===== src/inc/timer_prescaler_defs.vh =====
`ifndef TIMER_PRESCALER_DEFS_VH
`define TIMER_PRESCALER_DEFS_VH

// Control register index; its byte address is four times the index.
`define GTC_INDEX 8'h43
`define GTC_ADDR 12'h10c
`define CLKSEL_ADDR 12'h110
`define STATUS_ADDR 12'h114

// Field positions of the general timer control and clock select registers.
`define GTC_HOLD_BIT 7
`define GTC_ASYNC_RST_BIT 1
`define GTC_SHARED_RST_BIT 0
`define SEL0_LSB 0
`define SEL1_LSB 4
`define GTC_RESET 8'h00

// Clock select encodings.
`define CS_STOP 3'h0
`define CS_DIV1 3'h1
`define CS_DIV8 3'h2
`define CS_DIV64 3'h3
`define CS_DIV256 3'h4
`define CS_DIV1024 3'h5
`define CS_EXT_FALL 3'h6
`define CS_EXT_RISE 3'h7

// Divider ratios.
`define DIV_A 8
`define DIV_B 64
`define DIV_C 256
`define DIV_D 1024

`endif


===== src/hw/ext_edge_detect.v =====
`timescale 1ns/1ps
`include "timer_prescaler_defs.vh"

module ext_edge_detect (
    input wire core_clk,
    input wire rst_b,
    input wire extPin,
    output wire riseTick,
    output wire fallTick
);

    reg halfLatch;
    reg syncStage;
    reg lastStage;

    // ==========================================
    // Pin sampling
    // Latch transparent while the clock is high, modelled as a falling-edge
    // stage ahead of the rising-edge flops.
    always @(negedge core_clk or negedge rst_b) begin
        if (!rst_b) begin
            halfLatch <= 1'b0;
        end else begin
            halfLatch <= extPin;
        end
    end

    // Rising-edge flops sample once per cycle.
    always @(posedge core_clk or negedge rst_b) begin
        if (!rst_b) begin
            syncStage <= 1'b0;
            lastStage <= 1'b0;
        end else begin
            syncStage <= halfLatch;
            lastStage <= syncStage;
        end
    end

    // Edge decode on the synchronised level.
    assign riseTick = syncStage & ~lastStage;
    assign fallTick = ~syncStage & lastStage;

endmodule


===== src/hw/shared_timer_prescaler.v =====
`timescale 1ns/1ps
`include "timer_prescaler_defs.vh"

// Behaviour
// - select 1 ticks every clock cycle the shared reset is clear
// - taps divide by 8, 64, 256, 1024
// - one free divider shared by both timers
// - first prescaled tick within 1 to N+1
// - prescaler reset restarts phase for both
// - pin sampled by rising-edge flops, edge detect
// - input latch transparent while clock high
// - select 7 rising, 6 falling edge ticks
// - pin edge to tick 1.5 to 2.5 cycles
// - external ticks bypass the divider
// - hold mode keeps prescaler reset bits
// - clearing hold clears both reset bits
// - shared reset self-clears unless hold set
// - select 0 gives no ticks
module shared_timer_prescaler #(
    parameter DIV_W = 10
) (
    input wire core_clk,
    input wire rst_b,
    input wire [11:0] s_axi_awaddr,
    input wire s_axi_awvalid,
    output reg s_axi_awready,
    input wire [31:0] s_axi_wdata,
    input wire [3:0] s_axi_wstrb,
    input wire s_axi_wvalid,
    output reg s_axi_wready,
    output reg [1:0] s_axi_bresp,
    output reg s_axi_bvalid,
    input wire s_axi_bready,
    input wire [11:0] s_axi_araddr,
    input wire s_axi_arvalid,
    output reg s_axi_arready,
    output reg [31:0] s_axi_rdata,
    output reg [1:0] s_axi_rresp,
    output reg s_axi_rvalid,
    input wire s_axi_rready,
    input wire extCountPin0,
    input wire extCountPin1,
    output reg timerTick0,
    output reg timerTick1,
    output reg asyncPrescalerReset
);

    localparam [1:0] RESP_OKAY = 2'h0;
    localparam [1:0] RESP_SLVERR = 2'h2;
    localparam [1:0] REG_NONE = 2'h0;
    localparam [1:0] REG_CTRL = 2'h1;
    localparam [1:0] REG_SEL = 2'h2;
    localparam [1:0] REG_STATUS = 2'h3;

    reg syncHoldMode;
    reg sharedPrescalerReset;
    reg asyncResetBit;
    reg [2:0] clockSelect0;
    reg [2:0] clockSelect1;
    reg [DIV_W-1:0] divCount;
    reg [DIV_W-1:0] lastCount;
    reg [11:0] wrAddr;
    reg [31:0] wrData;
    reg [3:0] wrStrb;
    reg haveAddr;
    reg haveData;
    wire [3:0] tapPulse;
    wire rise0;
    wire fall0;
    wire rise1;
    wire fall1;
    wire doWrite;
    wire next_tick0;
    wire next_tick1;
    wire [1:0] wrReg;
    wire [1:0] rdReg;
    genvar tapIdx;

    // ==========================================
    // Shared divider
    // Free-running counter; it ignores both clock selects and is cleared only by rst_b
    // and by the shared prescaler reset, which holds it while asserted.
    always @(posedge core_clk or negedge rst_b) begin
        if (!rst_b) begin
            divCount <= {DIV_W{1'b0}};
            lastCount <= {DIV_W{1'b0}};
        end else if (sharedPrescalerReset) begin
            divCount <= {DIV_W{1'b0}};
            lastCount <= {DIV_W{1'b0}};
        end else begin
            lastCount <= divCount;
            divCount <= divCount + {{(DIV_W-1){1'b0}}, 1'b1};
        end
    end

    // Low-bit mask of one tap; the ratio is cut to the divider width on purpose.
    function [DIV_W-1:0] tapMask;
        input integer idx;
        reg [31:0] ratio;
        begin
            case (idx)
                0: ratio = `DIV_A;
                1: ratio = `DIV_B;
                2: ratio = `DIV_C;
                default: ratio = `DIV_D;
            endcase
            ratio = ratio - 32'h00000001;
            tapMask = ratio[DIV_W-1:0];
        end
    endfunction

    // Tap pulses fire once per period when the low bits wrap to all ones, and
    // stay quiet while the shared reset holds the divider.
    generate
        for (tapIdx = 0; tapIdx < 4; tapIdx = tapIdx + 1) begin : g_tap
            assign tapPulse[tapIdx] = ((divCount & tapMask(tapIdx)) == tapMask(tapIdx))
                && !sharedPrescalerReset;
        end
    endgenerate

    // ==========================================
    // Clock select
    // Decoding used by both timers; the phase of the free divider decides
    // when the first prescaled tick lands after a select change.
    function selTick;
        input [2:0] sel;
        input [3:0] taps;
        input rise;
        input fall;
        input held;
        begin
            case (sel)
                `CS_STOP: selTick = 1'b0;
                `CS_DIV1: selTick = !held;
                `CS_DIV8: selTick = taps[0];
                `CS_DIV64: selTick = taps[1];
                `CS_DIV256: selTick = taps[2];
                `CS_DIV1024: selTick = taps[3];
                `CS_EXT_FALL: selTick = fall;
                `CS_EXT_RISE: selTick = rise;
                default: selTick = 1'b0;
            endcase
        end
    endfunction

    ext_edge_detect u_edge0 (
        .core_clk(core_clk),
        .rst_b(rst_b),
        .extPin(extCountPin0),
        .riseTick(rise0),
        .fallTick(fall0)
    );

    ext_edge_detect u_edge1 (
        .core_clk(core_clk),
        .rst_b(rst_b),
        .extPin(extCountPin1),
        .riseTick(rise1),
        .fallTick(fall1)
    );

    assign next_tick0 = selTick(clockSelect0, tapPulse, rise0, fall0, sharedPrescalerReset);
    assign next_tick1 = selTick(clockSelect1, tapPulse, rise1, fall1, sharedPrescalerReset);

    // Registered ticks; the extra flop gives the 1.5 to 2.5 cycle pin delay.
    always @(posedge core_clk or negedge rst_b) begin
        if (!rst_b) begin
            timerTick0 <= 1'b0;
            timerTick1 <= 1'b0;
            asyncPrescalerReset <= 1'b0;
        end else begin
            timerTick0 <= next_tick0;
            timerTick1 <= next_tick1;
            asyncPrescalerReset <= asyncResetBit;
        end
    end

    // ==========================================
    // AXI4-Lite write path
    // Maps a byte address onto the register it names; both bus paths use it.
    function [1:0] regDecode;
        input [11:0] addr;
        begin
            case ({addr[11:2], 2'b00})
                `GTC_ADDR: regDecode = REG_CTRL;
                `CLKSEL_ADDR: regDecode = REG_SEL;
                `STATUS_ADDR: regDecode = REG_STATUS;
                default: regDecode = REG_NONE;
            endcase
        end
    endfunction

    // Decoded targets of the pending write and of the offered read.
    assign wrReg = regDecode(wrAddr);
    assign rdReg = regDecode(s_axi_araddr);

    // Address and data are captured independently in either order; the write
    // fires once, in the cycle before the response is raised.
    assign doWrite = haveAddr && haveData && !s_axi_bvalid;

    always @(posedge core_clk or negedge rst_b) begin
        if (!rst_b) begin
            s_axi_awready <= 1'b1;
            s_axi_wready <= 1'b1;
            s_axi_bvalid <= 1'b0;
            s_axi_bresp <= RESP_OKAY;
            haveAddr <= 1'b0;
            haveData <= 1'b0;
            wrAddr <= 12'h000;
            wrData <= 32'h00000000;
            wrStrb <= 4'h0;
        end else begin
            if (s_axi_awvalid && s_axi_awready) begin
                wrAddr <= s_axi_awaddr;
                haveAddr <= 1'b1;
                s_axi_awready <= 1'b0;
            end
            if (s_axi_wvalid && s_axi_wready) begin
                wrData <= s_axi_wdata;
                wrStrb <= s_axi_wstrb;
                haveData <= 1'b1;
                s_axi_wready <= 1'b0;
            end
            if (doWrite) begin
                s_axi_bvalid <= 1'b1;
                // Unmapped targets are refused and leave every register alone.
                if (wrReg == REG_NONE) begin
                    s_axi_bresp <= RESP_SLVERR;
                end else begin
                    s_axi_bresp <= RESP_OKAY;
                end
            end
            if (s_axi_bvalid && s_axi_bready) begin
                s_axi_bvalid <= 1'b0;
                haveAddr <= 1'b0;
                haveData <= 1'b0;
                s_axi_awready <= 1'b1;
                s_axi_wready <= 1'b1;
            end
        end
    end

    // ==========================================
    // Control registers
    // Reset bits are held while hold mode is set and dropped together when
    // hold mode is written to zero.
    always @(posedge core_clk or negedge rst_b) begin
        if (!rst_b) begin
            syncHoldMode <= 1'b0;
            sharedPrescalerReset <= 1'b0;
            asyncResetBit <= 1'b0;
            clockSelect0 <= `CS_STOP;
            clockSelect1 <= `CS_STOP;
        end else if (doWrite && wrReg == REG_CTRL && wrStrb[0]) begin
            syncHoldMode <= wrData[`GTC_HOLD_BIT];
            if (wrData[`GTC_HOLD_BIT]) begin
                sharedPrescalerReset <= wrData[`GTC_SHARED_RST_BIT] | sharedPrescalerReset;
                asyncResetBit <= wrData[`GTC_ASYNC_RST_BIT] | asyncResetBit;
            end else begin
                sharedPrescalerReset <= wrData[`GTC_SHARED_RST_BIT];
                asyncResetBit <= wrData[`GTC_ASYNC_RST_BIT];
            end
        end else begin
            // A new select acts on the next tick decision; the divider phase is
            // left alone, so the first prescaled tick may come early or late.
            if (doWrite && wrReg == REG_SEL && wrStrb[0]) begin
                clockSelect0 <= wrData[`SEL0_LSB +: 3];
                clockSelect1 <= wrData[`SEL1_LSB +: 3];
            end
            // Without hold mode both reset bits last a single cycle.
            if (!syncHoldMode) begin
                sharedPrescalerReset <= 1'b0;
                asyncResetBit <= 1'b0;
            end
        end
    end

    // ==========================================
    // AXI4-Lite read path
    // Read data is registered with rvalid and held until rready is seen.
    always @(posedge core_clk or negedge rst_b) begin
        if (!rst_b) begin
            s_axi_arready <= 1'b1;
            s_axi_rvalid <= 1'b0;
            s_axi_rdata <= 32'h00000000;
            s_axi_rresp <= RESP_OKAY;
        end else if (s_axi_arvalid && s_axi_arready) begin
            s_axi_arready <= 1'b0;
            s_axi_rvalid <= 1'b1;
            s_axi_rresp <= RESP_OKAY;
            case (rdReg)
                REG_CTRL: s_axi_rdata <= {24'h000000, syncHoldMode, 5'h00,
                    asyncResetBit, sharedPrescalerReset};
                REG_SEL: s_axi_rdata <= {25'h0000000, clockSelect1, 1'b0,
                    clockSelect0};
                REG_STATUS: s_axi_rdata <= {{(32-DIV_W){1'b0}}, lastCount};
                default: begin
                    s_axi_rdata <= 32'h00000000;
                    s_axi_rresp <= RESP_SLVERR;
                end
            endcase
        end else if (s_axi_rvalid && s_axi_rready) begin
            s_axi_rvalid <= 1'b0;
            s_axi_arready <= 1'b1;
        end
    end

endmodule


===== config.mk =====
export PLATFORM = sky130hd
export DESIGN_NAME = shared_timer_prescaler
export DESIGN_NICKNAME = d
export VERILOG_FILES = /design/src/hw/ext_edge_detect.v /design/src/hw/shared_timer_prescaler.v
export VERILOG_INCLUDE_DIRS = /design/src /design/src/inc
export SDC_FILE = /design/constraint.sdc
export NUM_CORES = 1
export LEC_CHECK = 0
export BUFFER_PORTS_ARGS = -buffer_cell sky130_fd_sc_hd__buf_2
export CAP_MARGIN = 20
export CORE_MARGIN = 3
export CORE_UTILIZATION = 40
export DETAILED_ROUTE_END_ITERATION = 12
export PLACE_DENSITY = 0.65
export SYNTH_ARGS = -nofsm -noshare
export SYNTH_HDL_FRONTEND = slang
export SYNTH_HIERARCHICAL = 1
export SYNTH_SLANG_ARGS = --single-unit

===== constraint.sdc =====
create_clock -name core_clk -period 2.4 [get_ports core_clk]
set_input_delay 0.48 -clock core_clk [delete_from_list [all_inputs] [get_ports core_clk]]
set_output_delay 0.48 -clock core_clk [all_outputs]
set_load 0.02 [all_outputs]

==> results of run 1 <==
metal layers:
layer	track usage [%]	vias up
li1	-	1002
met4	4.27	0
met3	6.49	10
met2	19.5	81
met1	17.3	991
met5	0	-
worst min path at each step:
stage / endpoint / cells after the start
floorplan: asyncPrescalerReset$_DFF_PN0_ / 0
global placement: u_edge0/syncStage$_DFF_PN0_ / 1
detailed placement: u_edge0/syncStage$_DFF_PN0_ / 1
CTS: s_axi_awready$_DFFE_PN1P_ / 2
global route: s_axi_awready$_DFFE_PN1P_ / 2
finish: s_axi_awready$_DFFE_PN1P_ / 2
layout make-up:
| type | count | share of cell area, % |
|---|---|---|
| flip-flops and latches | 75 | 49.8 |
| multi-input cells | 176 | 32.1 |
| repair buffers | 59 | 8.08 |
| clock buffers | 12 | 4.11 |
| well taps | 102 | 3.38 |
| clock inverters | 4 | 1.92 |
| inverters | 6 | 0.596 |
logic make-up (layout without fill, tap and decap cells):
family / after synthesis / in the layout
buffers and inverters: 35 / 81
DFF: 75 / 75
adders and majority gates: 2 / 2
muxes: 33 / 33
AOI/OAI and AO/OA: 34 / 34
xor gates and xnor gates: 6 / 6
and+or+nand+nor: 77 / 77
other: 1 / 24
stage by stage:
step	instance area, sq um	std cells
finish	3780	434
CTS	3780	434
floorplan	3320	286
global placement	3540	417
global route	3780	434
detailed placement	3540	417
Yosys cell counts, types with 4 or more instances:
| cell | n |
|---|---|
| mux2_4 | 6 |
| nor2_1 | 11 |
| buf_4 | 24 |
| a22o_1 | 5 |
| clkbuf_1 | 4 |
| nor3_1 | 4 |
| a21oi_1 | 8 |
| o21ai_0 | 11 |
| mux2_2 | 20 |
| nor2b_1 | 14 |
| dfrtp_1 | 70 |
| xor2_1 | 5 |
| mux2i_1 | 7 |
| nand3_1 | 4 |
| nand2_1 | 19 |
| inv_1 | 6 |
state kept, by name, indices dropped and copies added, names as in the netlist, 3 cells and up:
signal and flops:
divCount 10, lastCount 10, s_axi_rdata 10, wrAddr 10
wrData 7, clockSelect0 3, clockSelect1 3
power breakdown:
| part | switching [mW] | internal (mW) | total (mW) |
|---|---|---|---|
| Clock | 0.437 | 0.641 | 1.08 |
| Sequential | 0.219 | 1.58 | 1.80 |
| Combinational | 0.309 | 0.330 | 0.639 |
| Total | 0.964 | 2.55 | 3.52 |
worst max-delay path: stages, from the launching register on:
cell and delay (ns):
dfrtp_1 0.38, or4b_4 0.56, nor4_1 0.43, mux2_2 0.41, a22o_1 0.18
==> run metrics, run 1 <==
CTS Hold Buffers Added 1; final worst slack 0.336 ns; post-synth cell types 43; initial antenna violation count 0; via count 2084; Die Footprint 9210 sq um; met1 WL 2.46 mm; FF-to-FF Start wrAddr[9]$_DFFE_PN0P_; Reg2Reg Depth 4; Post-DRT Antenna Nets 0; adder-cell share of the synthesized area 0.773%; post-synthesis mux area share 11.9%; share of the synthesized area in the top cell type 54.1%; clk_skew 0.0112 ns; reg-to-reg slack, setup 0.34 ns; die height 96.0 microns; Syn Std Cell Area 3240 sq um; CP max FO 4; status completed; Synth async-reset ratio 100%; flip-flop and latch area 1880 sq um; Min-Delay Path Class in2reg; commonest cells after routing, fill and taps aside dfrtp_1, buf_2, conb_1, mux2_2, nand2_1; reg2reg end sharedPrescalerReset$_DFFE_PN0P_; fmax 485 MHz; Core Area 7810 sq um; Static Leak 1.84 nW; clock tree sinks 75; YS warnings 6; Hold Fails Final Rpt 0; PostCTS Resize Cnt 0; grt total ovfl 0; CP startpoint wrAddr[9]$_DFFE_PN0P_; Synth Flop Type dfrtp_1; post-synth top area cell dfrtp_1; CTS clk-pin slew, worst paths 0.08 ns; routed wire length 5.64 mm; Setup-failing EPs final 0; WP data arrival 2.30 ns; hold path start s_axi_awvalid; Inserted Clock Buffers 9; synth top area cells dfrtp_1, mux2_2, buf_4; aggregate negative setup slack 0 ns; post-CTS setup buffers 0; RSZ-0062 raised after global routing false; dpl ws 0.336 ns; Clock Tree Root clkbuf_8; number of inserted diodes 0; Layout area overhead 16.7%; core occupancy in the finished layout 48.4%; maximum vdd drop 529 uV; post-DP HPWL 4.11 mm; global-route wire length before repair 9.25 mm; WL/cell 13.0 microns; Remaining DRCs 0; Worst Setup EP sharedPrescalerReset$_DFFE_PN0P_; Slew @ Worst Pin 0.869 ns; main combinational cell family by area after synthesis simple AND/OR/NAND/NOR gates; layout cells sized above 1 32.8%; Initial Util 41.5%; WP data required 2.63 ns; Die X 96.0 microns; Max Cap Viol 0; fin. max-slew vios 0; Pwr Density 932 nW/um^2; Vias/cell 4.80; CTS tree done; met2 WL 2.54 mm; drt first-iter violations 92; Final nets 398; sequential area share after synthesis 58.1%; Synth Area in XOR/XNOR 1.62%; CP startpoint kind flop; Top Ports 113; Slew HR 42.1%; Synth Area in Compound Gates 6.92%; multi-input logic area 1210 sq um; Layout fillers 744; crit end category flop; vias in the first global route 1943; gp weighted congestion 0.744; Syn Inst Count 263; num rows 32; post-synthesis sequential element count 75; Tcrit/Tclk final 86.0%; clock buffer depth 2; hold_ws 0.305 ns; met3 wire len 538 microns; Tot Pwr 3.52 mW; largest net degree at the start of global routing 71; Period minus WS final 2.06 ns; All-Layer GR Usage 13.3%; WS Path Type reg2reg; Post-synth EDFFs 0; H-tree depth 3; commonest non-fill, non-tap cell in the layout dfrtp_1; post-synthesis simple-gate area fraction 13.5%; 1st-pass router iterations 4; Skew-Pair Late Insertion Delay 0.34 ns; top sig layer met4; I/O Buffers 56; mean area per synthesized cell 12.3 sq um
Power figures use the tool's default switching activity.
==> run 2: changes to the inputs <==
--- a/config.mk
+++ b/config.mk
@@ -12,6 +12,7 @@
 export CORE_UTILIZATION = 40
 export DETAILED_ROUTE_END_ITERATION = 12
 export PLACE_DENSITY = 0.65
+export REMOVE_ABC_BUFFERS = 1
 export SYNTH_ARGS = -nofsm -noshare
 export SYNTH_HDL_FRONTEND = slang
 export SYNTH_HIERARCHICAL = 1
==> run metrics, run 2 (same netlist as run 1, synthesis figures left out) <==
Max Cap Viol 0 (unchanged); initial antenna violation count 0 (unchanged); global-route wire length before repair 9.36 mm (+1.3%); PostCTS Resize Cnt 0 (unchanged); CTS clk-pin slew, worst paths 0.07 ns (about the same); CP startpoint kind flop; fmax 489 MHz (+0.89%); final instance area 3730 sq um (-1.1%); clock tree sinks 75 (unchanged); maximum vdd drop 489 uV (-7.4%); drt first-iter violations 75 (-18%); largest net degree at the start of global routing 73 (+2.8%); Top Ports 113 (unchanged); layout cells sized above 1 32.2% (-0.60 points); num rows 32 (unchanged); H-tree depth 3 (unchanged); WS Path Type reg2reg; Clock Tree Root clkbuf_8; Vias/cell 4.76 (-0.82%); I/O Buffers 56 (unchanged); Initial Util 41.5% (unchanged); post-DP HPWL 4.06 mm (-1.2%); via count 2067 (-0.82%); Period minus WS final 2.05 ns (-0.0183 ns); dpl cell area 3550 sq um (+0.35%); WP data required 2.62 ns (about the same); commonest non-fill, non-tap cell in the layout dfrtp_1; Post-DRT Antenna Nets 0 (unchanged); number of inserted diodes 0 (unchanged); clk_skew 0.0114 ns (+0.000133 ns); WL/cell 12.5 microns (-3.6%); core occupancy in the finished layout 47.8% (-0.54 points); gp weighted congestion 0.740 (-0.51%); routed wire length 5.44 mm (-3.6%); Layout fillers 746 (+0.27%); Die X 96.0 microns (unchanged); multi-input logic area 1210 sq um (unchanged); Static Leak 1.83 nW (-0.95%); Slew HR 66.1% (+24 points); RSZ-0062 raised after global routing false; fin. max-slew vios 0 (unchanged); flip-flop and latch area 1880 sq um (unchanged); commonest cells after routing, fill and taps aside dfrtp_1, buf_2, conb_1, mux2_2, nand2_1; Hold Fails Final Rpt 0 (unchanged); Final nets 398 (unchanged); CP max FO 4 (unchanged); Layout area overhead 15.4%; Inserted Clock Buffers 9 (unchanged); WP data arrival 2.27 ns (-0.03 ns); crit end category flop; aggregate negative setup slack 0 ns (unchanged); Pwr Density 877 nW/um^2 (-5.9%); clock buffer depth 2 (unchanged); CTS tree done; All-Layer GR Usage 13.3% (-0.026 points); Remaining DRCs 0 (unchanged); Core Area 7810 sq um (unchanged); Setup-failing EPs final 0 (unchanged); post-CTS setup buffers 0 (unchanged); Min-Delay Path Class in2reg; 1st-pass router iterations 4 (unchanged); status completed; vias in the first global route 2005 (+3.2%); Slew @ Worst Pin 0.501 ns (-0.368 ns); die height 96.0 microns (unchanged); Die Footprint 9210 sq um (unchanged); Tcrit/Tclk final 85.2% (-0.76 points); Skew-Pair Late Insertion Delay 0.33 ns (about the same); grt total ovfl 0 (unchanged)
[run 2: cell types whose count changed in the layout (fill, tap and decap cells not counted), sizes merged]
cell,delta
bufinv,-2
clkbuf,+2
clkinv,+1
clkinvlp,-1
[run 2: power breakdown]
group          switching, mW  total, mW  internal, mW
clock network          0.413      0.843         0.430
logic                  0.308      0.641         0.333
registers              0.207       1.79          1.58
total                  0.928       3.27          2.35
[run 2: worst max-delay path, stage by stage (launching register included)]
cell and delay, ns:
dfrtp_1 0.38, or4b_4 0.56, nor4_1 0.40, mux2_2 0.41, a22o_1 0.18
[run 2: cell type report]
class	instances	share of cell area [%]
Timing Repair Buffer	59	8.51
Sequential cell	75	50.4
Clock inverter	2	0.268
Inverter	6	0.603
Clock buffer	14	4.36
Multi-Input combinational cell	176	32.5
Tap cell	102	3.42
[run 2: metal layers]
metal  track usage [%]  vias up  part of all wire (%)
li1                  -     1001                     -
met3              5.86        9                    10
met5                 0        -                     0
met1              16.9      969                    44
met2              20.3       88                    44
met4              4.38        0                   1.6
[run 2: path summary, 6_finish.rpt]
kind | startpoint | end | slack [ns] | depth (start not counted)
max reg2reg | wrAddr[9]$_DFFE_PN0P_ | sharedPrescalerReset$_DFFE_PN0P_ | 0.35 | 4
max | wrAddr[9]$_DFFE_PN0P_ | sharedPrescalerReset$_DFFE_PN0P_ | 0.35 | 4
min reg2reg | u_edge1/syncStage$_DFF_PN0_ | u_edge1/lastStage$_DFF_PN0_ | 0.39 | 0
min | s_axi_arvalid | s_axi_arready$_DFFE_PN1P_ | 0.31 | 2
max in group asynchronous | rst_b | u_edge0/halfLatch$_DFF_NN0_ | 0.60 | 2
min in group asynchronous | rst_b | u_edge0/syncStage$_DFF_PN0_ | 0.51 | 2
[run 2: stage by stage]
stage	worst slack (ns)	power, mW	std cells	hold WS, ns
finish	0.355	3.27	434	0.311
global placement	0.373	2.44	417	0.330
global route	0.246	3.52	434	0.296
floorplan	0.507	2.25	257	0.184
CTS	0.322	3.33	434	0.291
detailed placement	0.335	2.47	417	0.330
[run 2: timing repair]
| item | in CTS | in global routing |
|---|---|---|
| setup endpoints to repair | 0 | 0 |
| endpoints found under the hold margin | 1 | 0 |
| hold buffers | 1 | 0 |
==> run 3: changes to the inputs <==
--- a/config.mk
+++ b/config.mk
@@ -9,9 +9,9 @@
 export BUFFER_PORTS_ARGS = -buffer_cell sky130_fd_sc_hd__buf_2
 export CAP_MARGIN = 20
 export CORE_MARGIN = 3
-export CORE_UTILIZATION = 40
+export CORE_UTILIZATION = 50
 export DETAILED_ROUTE_END_ITERATION = 12
-export PLACE_DENSITY = 0.65
+export PLACE_DENSITY = 0.79
 export REMOVE_ABC_BUFFERS = 1
 export SYNTH_ARGS = -nofsm -noshare
 export SYNTH_HDL_FRONTEND = slang
==> run metrics, run 3 (same netlist as run 1, synthesis figures left out) <==
drt first-iter violations 126 (+68%); routed wire length 5.79 mm (+6.4%); WS Path Type reg2reg; Int Pwr 2.71 mW (+15%); commonest non-fill, non-tap cell in the layout dfrtp_1; via count 2126 (+2.9%); grt total ovfl 0 (unchanged); maximum vdd drop 890 uV (+82%); Hold Path Sink s_axi_arready$_DFFE_PN1P_; clk_skew 0.0131 ns (+0.00179 ns); Max Cap Viol 0 (unchanged); Tcrit/Tclk final 85.5% (+0.23 points); Final nets 399 (+0.25%); Psw 0.980 mW (+5.6%); dpl ws 0.348 ns (+0.0137 ns); cell breakdown of the critical path or4b_4, nor4_1, mux2_2, a22o_1; hold path start s_axi_arvalid; Top Ports 113 (unchanged); die height 86.5 microns (-9.9%); layout cells sized above 1 32.7% (+0.50 points); 1st-pass router iterations 4 (unchanged); Die Footprint 7480 sq um (-19%); vias in the first global route 2112 (+5.3%); reg-to-reg slack, setup 0.35 ns (about the same); Slowest cell on crit path or4b_4; fin. max-slew vios 0 (unchanged); number of inserted diodes 0 (unchanged); crit end category flop; RSZ-0062 raised after global routing false; WP data required 2.64 ns (+0.02 ns); Skew-Pair Late Insertion Delay 0.35 ns (+0.02 ns); clock buffer depth 2 (unchanged); Min-Delay Path Depth 2 (unchanged); Setup-failing EPs final 0 (unchanged); CTS clk-pin slew, worst paths 0.07 ns (about the same); CP max FO 4 (unchanged); final worst slack 0.349 ns (-0.00542 ns); WL/cell 14.2 microns (+13%); Hold Fails Final Rpt 0 (unchanged); Min-Delay Path Class in2reg; Static Leak 1.86 nW (+2.0%); largest net degree at the start of global routing 37 (-49%); num rows 28 (-13%); Period minus WS final 2.05 ns (+0.00542 ns); Remaining DRCs 0 (unchanged); Sw Ratio 26.5% (-1.8 points); global-route wire length before repair 10.0 mm (+6.8%); I/O Buffers 56 (unchanged); fmax 488 MHz (-0.26%); Core Area 6100 sq um (-22%); status completed; Initial Util 53.1% (+12 points); Clock power frac 33.6% (+7.8 points); clock tree sinks 75 (unchanged); Post-DRT Antenna Nets 0 (unchanged); commonest cells after routing, fill and taps aside dfrtp_1, buf_2, conb_1, mux2_2, nand2_1; Die X 86.5 microns (-9.9%); CP startpoint kind flop; CP peak stage delay 0.57 ns (about the same); Layout area overhead 16.8%; reg2reg end asyncResetBit$_DFFE_PN0P_; Reg2Reg Depth 4 (unchanged); aggregate negative setup slack 0 ns (unchanged); All-Layer GR Usage 17.4% (+4.1 points); power share of the sequential group 48.8% (-5.9 points); CTS tree done; post-DP HPWL 4.30 mm (+5.9%); Vias/cell 5.21 (+9.4%); Inserted Clock Buffers 9 (unchanged); Pwr Density 976 nW/um^2 (+11%); Clock Tree Root clkbuf_8; initial antenna violation count 0 (unchanged); gp weighted congestion 0.836 (+13%); Comb pwr share 17.6% (-2.0 points); H-tree depth 3 (unchanged); FF-to-FF Start wrAddr[9]$_DFFE_PN0P_; WP data arrival 2.29 ns (+0.02 ns)
## run 3: per-stage QoR
stage               power, mW  area [sq um]  instances  utilization (%)  hold WS [ns]
floorplan                2.25          3120        257                -         0.184
global placement         2.43          3510        391             57.6         0.339
detailed placement       2.48          3510        391             57.6         0.343
CTS                      3.73          3780        408             62.0         0.296
global route             3.93          3780        408             62.0         0.301
finish                   3.69          3780        408             62.0         0.304
## run 3: cell type report
cell class                 instances  area (sq um)
fill                             507          2320
sequential                        75          1880
multi-input combinational        176          1210
timing repair buffer              60           313
clock buffer                      11           131
clock inverter                     5           125
tap                               75          93.8
inverter                           6          22.5
## run 3: repair_timing
item / 4_1_cts / 5_1_grt
endpoints found under the hold margin: 5 / 0
setup buffers: 0 / 0
hold buffers: 1 / 0
gates resized for setup: 0 / 0
## run 3: power by group through the flow
stage,Sequential [mW],Combinational [mW],Clock (mW)
after floorplan,1.82,0.432,0
final,1.80,0.649,1.24
after global placement,1.81,0.626,0
after global routing,1.85,0.737,1.34
after detailed placement,1.83,0.657,0
after CTS,1.80,0.660,1.26
## run 3: layer usage
metal | up-vias | global-route usage (%) | share of wire (%)
li1 | 1011 | - | -
met3 | 6 | 7.60 | 9.0
met1 | 1026 | 21.3 | 42
met5 | - | 0 | 0
met2 | 83 | 28.4 | 48
met4 | 0 | 4.25 | 0.86
## run 3: worst max path at each step
stage / startpoint / endpoint / slack [ns] / cells after the start
finish: wrAddr[9]$_DFFE_PN0P_ / asyncResetBit$_DFFE_PN0P_ / 0.35 / 4
floorplan: wrAddr[9]$_DFFE_PN0P_ / sharedPrescalerReset$_DFFE_PN0P_ / 0.51 / 4
CTS: wrAddr[9]$_DFFE_PN0P_ / asyncResetBit$_DFFE_PN0P_ / 0.34 / 4
global route: wrAddr[9]$_DFFE_PN0P_ / asyncResetBit$_DFFE_PN0P_ / 0.26 / 4
global placement: wrAddr[9]$_DFFE_PN0P_ / sharedPrescalerReset$_DFFE_PN0P_ / 0.36 / 4
detailed placement: wrAddr[9]$_DFFE_PN0P_ / asyncResetBit$_DFFE_PN0P_ / 0.35 / 4
## run 3: critical path: cells and delay by family, from the launching register on
kind	cells	cell delay, ns
DFF	1	0.37
muxes	1	0.42
AOI/OAI and AO/OA	1	0.19
and+or+nand+nor	2	0.97
